File: config.mk
export PLATFORM = sky130hd
export DESIGN_NAME = gsc_bank
export DESIGN_NICKNAME = d
export VERILOG_FILES = /design/src/hdl/gsc_bank.v /design/src/hdl/gsc_counter.v
export VERILOG_INCLUDE_DIRS = /design/src /design/src/hdl
export SDC_FILE = /design/constraint.sdc
export NUM_CORES = 2
export LEC_CHECK = 0
export BUFFER_PORTS_ARGS = -buffer_cell sky130_fd_sc_hd__buf_2
export CAP_MARGIN = 10
export CORE_MARGIN = 4
export CORE_UTILIZATION = 64
export DETAILED_ROUTE_END_ITERATION = 8
export PLACE_DENSITY = 0.86
export SETUP_SLACK_MARGIN = 0.02
export SYNTH_ARGS = -nofsm -noshare
export SYNTH_HDL_FRONTEND = slang
export SYNTH_SLANG_ARGS = --single-unit
File: constraint.sdc
create_clock -name i_clk_sys -period 6.1 [get_ports i_clk_sys]
set_clock_uncertainty 0.05 [all_clocks]
set_input_delay 0.305 -clock i_clk_sys [delete_from_list [all_inputs] [get_ports i_clk_sys]]
set_output_delay 0.305 -clock i_clk_sys [all_outputs]
set_load 0.02 [all_outputs]
File: src/hdl/gsc_consts.vh
// Constants for the gated scaler counter bank
`ifndef GSC_CONSTS_VH
`define GSC_CONSTS_VH
`define GSC_NCNT        8
`define GSC_WIDTH       32
`define GSC_ONES        32'hffffffff
`define GSC_VAL_RST     32'h00000000
`define GSC_START_RST   32'h00000000
`define GSC_NCARRY      2
`define GSC_UD_FIRST    2
`define GSC_NUD         2
`endif

File: src/hdl/gsc_bank.v
// Bank of eight gated 32-bit scalers with run line control and snapshot
// Functional notes
// - Eight 32-bit synchronous counters, six up-only and two up/down, one clock
// - Per-counter selectable input polarity inversion
// - Counter mode edges or timer every clock
// - Only counters one and two drive carry
// - Carry output high one clock after value reaches all ones, while it stays there
// - Carry chaining forms 64 or 96 bits
// - Up/down on counters three, four replaces gate
// - Preset terminal value pulls run line low
// - Individual and common gate selectable per counter
// - Load input resets enabled counters to start
// - Each counter holds writable start value
// - Per-counter run line qualification of counting
// - Read copies all counters same cycle
// - Watched run line low halts measurement
`timescale 1ns/10ps
`default_nettype none
`include "gsc_consts.vh"
module gsc_bank (
  input  wire         i_clk_sys,
  input  wire         i_sys_rst,
  input  wire [7:0]   i_count,
  input  wire [7:0]   i_gate,
  input  wire         i_common_gate,
  input  wire         i_load,
  input  wire         i_go_in,
  input  wire [7:0]   i_invert,
  input  wire [7:0]   i_edge_fall,
  input  wire [7:0]   i_timer_mode,
  input  wire [7:0]   i_use_gate,
  input  wire [7:0]   i_use_common,
  input  wire [7:0]   i_use_load,
  input  wire [7:0]   i_use_go,
  input  wire [7:0]   i_preset_en,
  input  wire [1:0]   i_updown_en,
  input  wire         i_go_watch,
  input  wire         i_go_drive,
  input  wire         i_arm,
  input  wire         i_halt,
  input  wire [7:0]   i_start_wr,
  input  wire [31:0]  i_start_data,
  input  wire         i_snap_req,
  output reg  [255:0] o_snap_data,
  output reg          o_snap_valid,
  output reg  [1:0]   o_carry,
  output reg          o_running,
  output reg          o_preset_hit,
  output reg          o_go_out,
  output reg          o_go_oe_n
);
  // Two-stage synchronisers for every pin; meta stage read by nothing else
  reg  [7:0]   cnt_m_q;
  reg  [7:0]   cnt_s_q;
  reg  [7:0]   cnt_p_q;
  reg  [7:0]   gate_m_q;
  reg  [7:0]   gate_s_q;
  reg  [2:0]   misc_m_q;
  reg  [2:0]   misc_s_q;
  wire         common_s;
  wire         load_s;
  wire         go_s;
  wire [7:0]   cnt_pol;
  wire [7:0]   cnt_pol_prev;
  wire [7:0]   ev;
  wire [7:0]   ok;
  wire [7:0]   up;
  wire [7:0]   ud_on;
  wire [7:0]   term;
  wire [7:0]   carry_all;
  wire [255:0] values;
  wire         preset_d;
  wire         go_stop;
  wire         stop_any;
  reg          run_d;

  localparam [0:0] RUN_IDLE = 1'b0;
  localparam [0:0] RUN_ON   = 1'b1;

  // Edge of the polarity-corrected pin, or every clock in timer mode
  function gsc_edge_event;
    input timer;
    input fall;
    input prev;
    input now;
    begin
      if (timer) begin
        gsc_edge_event = 1'b1;
      end else if (fall) begin
        gsc_edge_event = prev & ~now;
      end else begin
        gsc_edge_event = ~prev & now;
      end
    end
  endfunction

  // A gate that is not selected never blocks; a selected one must be open
  function gsc_gate_open;
    input use_sel;
    input level;
    begin
      gsc_gate_open = ~use_sel | level;
    end
  endfunction

  // Counters without the direction option always count up
  function gsc_count_up;
    input ud;
    input dir;
    input inv;
    begin
      gsc_count_up = ~ud | (dir ^ inv);
    end
  endfunction

  assign common_s = misc_s_q[0];
  assign load_s   = misc_s_q[1];
  assign go_s     = misc_s_q[2];

  always @(posedge i_clk_sys) begin
    if (i_sys_rst) begin
      cnt_m_q  <= 8'h00;
      cnt_s_q  <= 8'h00;
      cnt_p_q  <= 8'h00;
      gate_m_q <= 8'h00;
      gate_s_q <= 8'h00;
      misc_m_q <= 3'h0;
      misc_s_q <= 3'h0;
    end else begin
      cnt_m_q  <= i_count;
      cnt_s_q  <= cnt_m_q;
      cnt_p_q  <= cnt_s_q;
      gate_m_q <= i_gate;
      gate_s_q <= gate_m_q;
      misc_m_q <= {i_go_in, i_load, i_common_gate};
      misc_s_q <= misc_m_q;
    end
  end

  assign cnt_pol      = cnt_s_q ^ i_invert;
  assign cnt_pol_prev = cnt_p_q ^ i_invert;
  // Only counters three and four have the direction option
  assign ud_on = {4'h0, i_updown_en, 2'h0};

  genvar g;
  generate
    for (g = 0; g < `GSC_NCNT; g = g + 1) begin : g_cnt
      assign ev[g] = gsc_edge_event(i_timer_mode[g], i_edge_fall[g], cnt_pol_prev[g], cnt_pol[g]);
      // all selected gates; gate dropped in up/down
      assign ok[g] = gsc_gate_open(i_use_gate[g] & ~ud_on[g], gate_s_q[g]) &
                     gsc_gate_open(i_use_common[g], common_s) &
                     gsc_gate_open(i_use_go[g], go_s);
      assign up[g] = gsc_count_up(ud_on[g], gate_s_q[g], i_invert[g]);
      assign term[g] = (values[32*g +: 32] == `GSC_ONES);
      gsc_counter u_cnt (
        .i_clk_sys    (i_clk_sys),
        .i_sys_rst    (i_sys_rst),
        .i_count      (ev[g] & ok[g]),
        .i_up         (up[g]),
        .i_hold_term  (i_preset_en[g]),
        .i_load       (load_s & i_use_load[g]),
        .i_start_wr   (i_start_wr[g]),
        .i_start_data (i_start_data),
        .o_value      (values[32*g +: 32]),
        .o_carry      (carry_all[g])
      );
    end
  endgenerate

  assign preset_d = |(term & i_preset_en);
  assign go_stop  = i_go_watch & ~go_s;
  // Any stop source wins over a simultaneous arm
  assign stop_any = i_halt | preset_d | go_stop;

  // With watch and drive both on, a halted bank holds the line low and so
  // blocks its own arm; turn drive on together with the arm
  always @* begin
    run_d = o_running;
    case (o_running)
      RUN_IDLE: begin
        if (i_arm && !stop_any) begin
          run_d = RUN_ON;
        end
      end
      RUN_ON: begin
        if (stop_any) begin
          run_d = RUN_IDLE;
        end
      end
      default: begin
        run_d = RUN_IDLE;
      end
    endcase
  end

  always @(posedge i_clk_sys) begin
    if (i_sys_rst) begin
      o_snap_data  <= 256'h0;
      o_snap_valid <= 1'b0;
      o_carry      <= 2'h0;
      o_running    <= 1'b0;
      o_preset_hit <= 1'b0;
      o_go_out     <= 1'b0;
      o_go_oe_n    <= 1'b1;
    end else begin
      o_snap_valid <= i_snap_req;
      if (i_snap_req) begin
        o_snap_data <= values;
      end
      // carry on first two; chaining via these pins
      o_carry <= carry_all[1:0];
      o_preset_hit <= preset_d;
      o_running <= run_d;
      o_go_out  <= 1'b0;
      o_go_oe_n <= ~(i_go_drive & ~run_d);
    end
  end
endmodule
`default_nettype wire

File: src/hdl/gsc_counter.v
// One 32-bit up/down scaler with start value, load and carry
`timescale 1ns/10ps
`default_nettype none
`include "gsc_consts.vh"
module gsc_counter (
  input  wire        i_clk_sys,
  input  wire        i_sys_rst,
  input  wire        i_count,
  input  wire        i_up,
  input  wire        i_hold_term,
  input  wire        i_load,
  input  wire        i_start_wr,
  input  wire [31:0] i_start_data,
  output reg  [31:0] o_value,
  output reg         o_carry
);
  reg  [31:0] start_q;
  reg  [31:0] value_d;
  wire        at_term;

  assign at_term = (o_value == `GSC_ONES);

  always @* begin
    value_d = o_value;
    if (i_load) begin
      value_d = start_q;
    end else if (i_count && !(i_hold_term && at_term && i_up)) begin
      if (i_up) begin
        value_d = o_value + 32'h00000001;
      end else begin
        value_d = o_value - 32'h00000001;
      end
    end
  end

  always @(posedge i_clk_sys) begin
    if (i_sys_rst) begin
      start_q <= `GSC_START_RST;
      o_value <= `GSC_VAL_RST;
      o_carry <= 1'b0;
    end else begin
      if (i_start_wr) begin
        start_q <= i_start_data;
      end
      o_value <= value_d;
      o_carry <= (value_d == `GSC_ONES);
    end
  end
endmodule
`default_nettype wire

==> Word level (Yosys, flattened, before mapping) <==
Index checks and enable logic that the tools add are counted.
{ "op_classes": {"add_sub_neg": 10, "n_eq_ne": 10, "muxes": 37, "bitwise": 131, "n_reduce_logical": 35} }
{ "ops": {"columns": ["operator", "n"], "rows": [
  ["two-way mux 32 bit", 18],
  ["equality test 32 bit, second input constant", 10],
  ["adder 32 x 1 -> 32 bit, second input constant", 8],
  ["subtractor 32 x 1 -> 32 bit, second input constant", 2],
  ["AND 1 bit", 52],
  ["NOT 1 bit", 46],
  ["bitwise OR 1 bit", 28],
  ["logical AND 1 bit", 19],
  ["two-way mux 1 bit", 18],
  ["XOR 8 bit", 2],
  ["nonzero test 2 bit", 6],
  ["zero test 1 bit", 9],
  ["AND 8 bit", 1],
  ["OR reduction 8 bit", 1],
  ["case mux 1 bit (2 select lines)", 1],
  ["XOR 1 bit", 2]
]} }
{ "word_totals": {"ff_bits": 822, "input_bits": 132, "output_inout_bits": 263, "elab_cells": 254} }

==> Longest topological paths before layout <==
{ "depth": {"word_depth": 12, "depth_mapped": 13} }

==> Cells and area by module <==
Synthesis repeated with hierarchy kept, for this count alone.
{ "hier_totals": {"cells_unflattened": 5298, "hier_area_um2": 45617.5} }
{ "by_module_without_submodules": {"columns": ["module", "instances", "cells_per_inst", "area_each_um2", "seq_area_each_um2"], "rows": [
  ["gsc_counter at g_cnt[1].u_cnt ...", 7, 519, 4244.1, 1301.2],
  ["gsc_bank", 1, 1112, 11421.0, 6165.9],
  ["gsc_counter at g_cnt[0].u_cnt", 1, 553, 4488.1, 1301.2]
]} }

==> Worst setup path after synthesis <==
No wires, ideal clock.
{ "synth_timing": {"kind": "reg2reg", "startpoint": "register gate_s_q[3]", "endpoint": "register g_cnt[3].u_cnt.o_value[31]", "arrival_ps": 3961, "t_required_ps": 5935, "slack_ps": 1975, "stages_incl_launch_ff": 14, "path_cell_list": "dfxtp_1 -> xnor2_1 -> and2_1 -> clkbuf_1 -> ha_1 -> a2111oi_0 -> o21ai_0 -> nand3_1 -> nor2b_1 -> a311o_1 -> nand3b_1 -> a221oi_1 -> mux2_2 -> a2111oi_0"} }
{ "synth_via": {"elab_chain_len": 6, "elab_cells_between_ends": 13, "classes_between": "mux (3); bitwise (6); reduce/logical (4)"} }
{ "synth_lines": {"columns": ["item", "line_no", "source"], "rows": [
  ["start: declaration", "gsc_bank.v:57", "reg [7:0] gate_s_q;"],
  ["start signal: assignment", "gsc_bank.v:134", "gate_s_q <= gate_m_q;"],
  ["bitwise OR 1 bit or XOR 1 bit (tied branches)", "gsc_bank.v:102, gsc_bank.v:112", null],
  ["AND 1 bit or bitwise OR 1 bit (tied branches)", "gsc_bank.v:150, gsc_bank.v:112", null],
  ["AND 1 bit or logical AND 1 bit (tied branches)", "gsc_bank.v:151, gsc_counter.v:27", null],
  ["AND 1 bit or zero test 1 bit (tied branches)", "gsc_bank.v:158, gsc_counter.v:27", null],
  ["logical AND 1 bit", "gsc_counter.v:27", "end else if (i_count && !(i_hold_term && at_term && i_up)) begin"],
  ["nonzero test 2 bit (no line)", null, null],
  ["end signal: assignment", "gsc_counter.v:39", "o_value <= `GSC_VAL_RST;"],
  ["end signal: assignment", "gsc_counter.v:45", "o_value <= value_d;"],
  ["end: declaration", "gsc_counter.v:14", "output reg [31:0] o_value,"]
]} }
Several ways; a longest one is shown, not always the timed one. The select of a mux whose other input is x is not followed.
A chain may end at the register's enable or synchronous reset.

==> Worst setup path after layout <==
Same ends and word-level chain as after synthesis.

==> metrics <==
outcome=complete, no violations; CTS Buffer Depth=3; Slowest-stage cell, CP=and2_1; post-CTS resize count=0; vias in the first global route=29,100; first drt pass iteration count=6; Peak VDD IR=0.264 mV; Synth Cell Area=36,500 µm²; Core Region=56,500 µm²; Worst Path Max Fanout=20; relative slew slack=20.0%; met3 routed WL=10,900 µm; Worst Setup Start Kind=register; register area share after synthesis=45.0%; Data arrival, critical path=4760 ps; WL met2=46,300 µm; kind of critical path=reg -> reg; hpwl dp=68,900 µm; Sum Neg Setup Slack=0 ps; Hold Fails Final Rpt=0; TritonCTS clock tree=yes; post-DR wirelength/cell=21.0 µm; Max Transition Viols Final=0; Routed Antenna Nets=0; Worst path most repeated cell=a2111oi_0; ant diodes=0; post-layout min period=4310 ps; Top Ports=395; required time worst endpoint=6550 ps; Reg clk slew, reported paths=60 ps; via count=31,000; actual slew at the worst max-slew pin=1200 ps; routability cong.=0.950; final core utilization=73.5%; slowest cell delay on critical path=730 ps; Post-synth EDFFs=0; CP Capture Type=register; aggregate global routing overflow=0; fin nets=4,473; pin count of the biggest net entering global routing=195; Main synth FF type=dfxtp_1; antenna violations before repair=5; total track usage=33.7%; Top delay family on crit path=compound AO/OA/AOI/OAI gates; fmax=0.232 GHz; most frequent cells in the layout=dfxtp_1 (822), nor2_1 (734), mux2i_1 (541), buf_2 (391); DRC=0; Hold WC Path Type=in -> reg; most common cell after layout, fill and taps aside=dfxtp_1; worst-skew pair later-pin latency=630 ps; Num Clock Sinks=822; synthesized flop and latch total=822; Die Ht=247 µm; cell count after synthesis=4,024; RSZ-0062 raised after global routing=false; routed wire length=107,000 µm; max-cap violations=0; Post-CTS Setup Inserts=0; CP cell instances=xnor2_1 -> and2_1 -> ha_1 -> a2111oi_0 -> o21ai_0 -> nand3_1 -> nor2b_1 -> a311o_1 -> nand3b_1 -> a221oi_1 -> mux2_2 -> a2111oi_0; root buf cell=clkbuf_16; P&R area growth vs syn=13.6%; DR top layer=met5; Net Count, Synth=4,224; cts bufs inserted=82; wl on met1=43,200 µm; pwr dens=286 nW/µm²; Rows=87; Synth cell types=84; Iteration-0 DRC Markers=2,824; synth warn=0; Buf/Inv on CP=0; Post-synth ARST share=0%; Buffers on Ports=393; Mean Syn Cell Area=9.08 µm²; Leak=18.2 nW; Die Area=61,000 µm²; H-tree depth=3; # setup viols final=0; Die Width=247 µm; crit share post-route=70.7%; drt via density=6.09; Starting Density=64.7%; layout cells sized above 1=13.4%; first-pass GRT wire length=163,000 µm
## sequential cells by signal, indices dropped and copies added (netlist names)
| name | flops |
|---|---|
| o_carry | 2 |
| cnt_p_q | 8 |
| g_cnt.u_cnt.o_value | 256 |
| g_cnt.u_cnt.start_q | 256 |
| o_snap_valid | 1 |
| o_preset_hit | 1 |
| misc_m_q | 3 |
| cnt_m_q | 8 |
| o_go_oe_n | 1 |
| gate_s_q | 8 |
| o_running | 1 |
| g_cnt.u_cnt.o_carry | 2 |
| misc_s_q | 3 |
| cnt_s_q | 8 |
| o_snap_data | 256 |
| gate_m_q | 8 |
## synth_stat cells (all sizes together), types with 16 or more instances
cell type | n | area share [%]
and4 | 23 | 0.56
a21o | 30 | 0.62
buf | 64 | 0.71
o21a | 18 | 0.37
xor2 | 103 | 2.5
nand3 | 98 | 1.4
a211oi | 86 | 1.8
nor2 | 734 | 7.5
a31oi | 26 | 0.46
nor2b | 60 | 1.0
mux2i | 541 | 15
o211ai | 22 | 0.47
nand4 | 78 | 1.4
nand2 | 179 | 1.9
or3 | 22 | 0.38
ha | 66 | 2.3
dfxtp | 822 | 45
and2 | 49 | 0.84
and3 | 40 | 0.68
o21ai | 182 | 2.5
inv | 49 | 0.50
clkbuf | 211 | 2.2
nor3 | 51 | 0.71
a21oi | 162 | 2.2
a311oi | 19 | 0.46
nor4 | 30 | 0.76
nand2b | 16 | 0.27
xnor2 | 102 | 2.4
## area by class of cell
type                       count  area [µm²]
clock inverter                24         220
multi-input combinational   2878       18900
inverter                      49         185
fill                        4124       15000
timing repair buffer         440        2420
sequential                   822       16500
tap                          756         946
clock buffer                 125        2420
## layer usage
layer	vias to the layer above	GRT usage [%]
met1	14600	44.6
met3	351	7.88
met2	1419	51.3
met4	10	18.2
li1	14600	-
met5	-	0
## tightest hold or removal path, stage by stage
cell	delay [ps]
buf_2	90
and3_1	190
o21a_1	130
## per-stage QoR
stage,worst slack (ps),power [mW],instances,hold slack (ps),area [µm²]
finish,1790,11.9,5094,75.9,41500
global placement,1930,6.94,4922,365,38600
detailed placement,1800,6.98,4922,370,38600
CTS,1840,11.9,5094,58.6,41500
global route,1540,12.3,5094,78.7,41500
floorplan,1970,6.62,4024,327,36500
## path summary, 6_finish.rpt
check / from / end / slack, ps / cells after the start
setup reg to reg: gate_s_q[3]$_SDFF_PP0_ / g_cnt[3].u_cnt.o_value[31]$_SDFFE_PP0P_ / 1790 / 12
setup / recovery: gate_s_q[3]$_SDFF_PP0_ / g_cnt[3].u_cnt.o_value[31]$_SDFFE_PP0P_ / 1790 / 12
hold reg to reg: misc_m_q[1]$_SDFF_PP0_ / misc_s_q[1]$_SDFF_PP0_ / 380 / 1
hold / removal: i_use_load[1] / g_cnt[1].u_cnt.o_value[28]$_SDFF_PP0_ / 80 / 3
## cells by family after synthesis
group                      count (synthesis)  synth area share, %
xor gates and xnor gates                 205                 4.91
and+or+nand+nor                         1412                 18.0
AOI/OAI and AO/OA                        648                 11.4
other                                      1               0.0103
DFF                                      822                 45.0
adders and majority gates                 68                 2.37
buffers and inverters                    324                 3.39
muxes                                    544                 14.9
## power breakdown
group	switching, mW	total [mW]	internal (mW)
clock network	2.11	4.98	2.87
registers	0.182	5.76	5.58
logic	0.709	1.15	0.438
## timing repair
action / CTS / global route
hold endpoints to repair: 21 / 0
endpoints found under the setup margin: 0 / 0
hold buffers: 23 / 0
(Power assumes the default switching activity.)
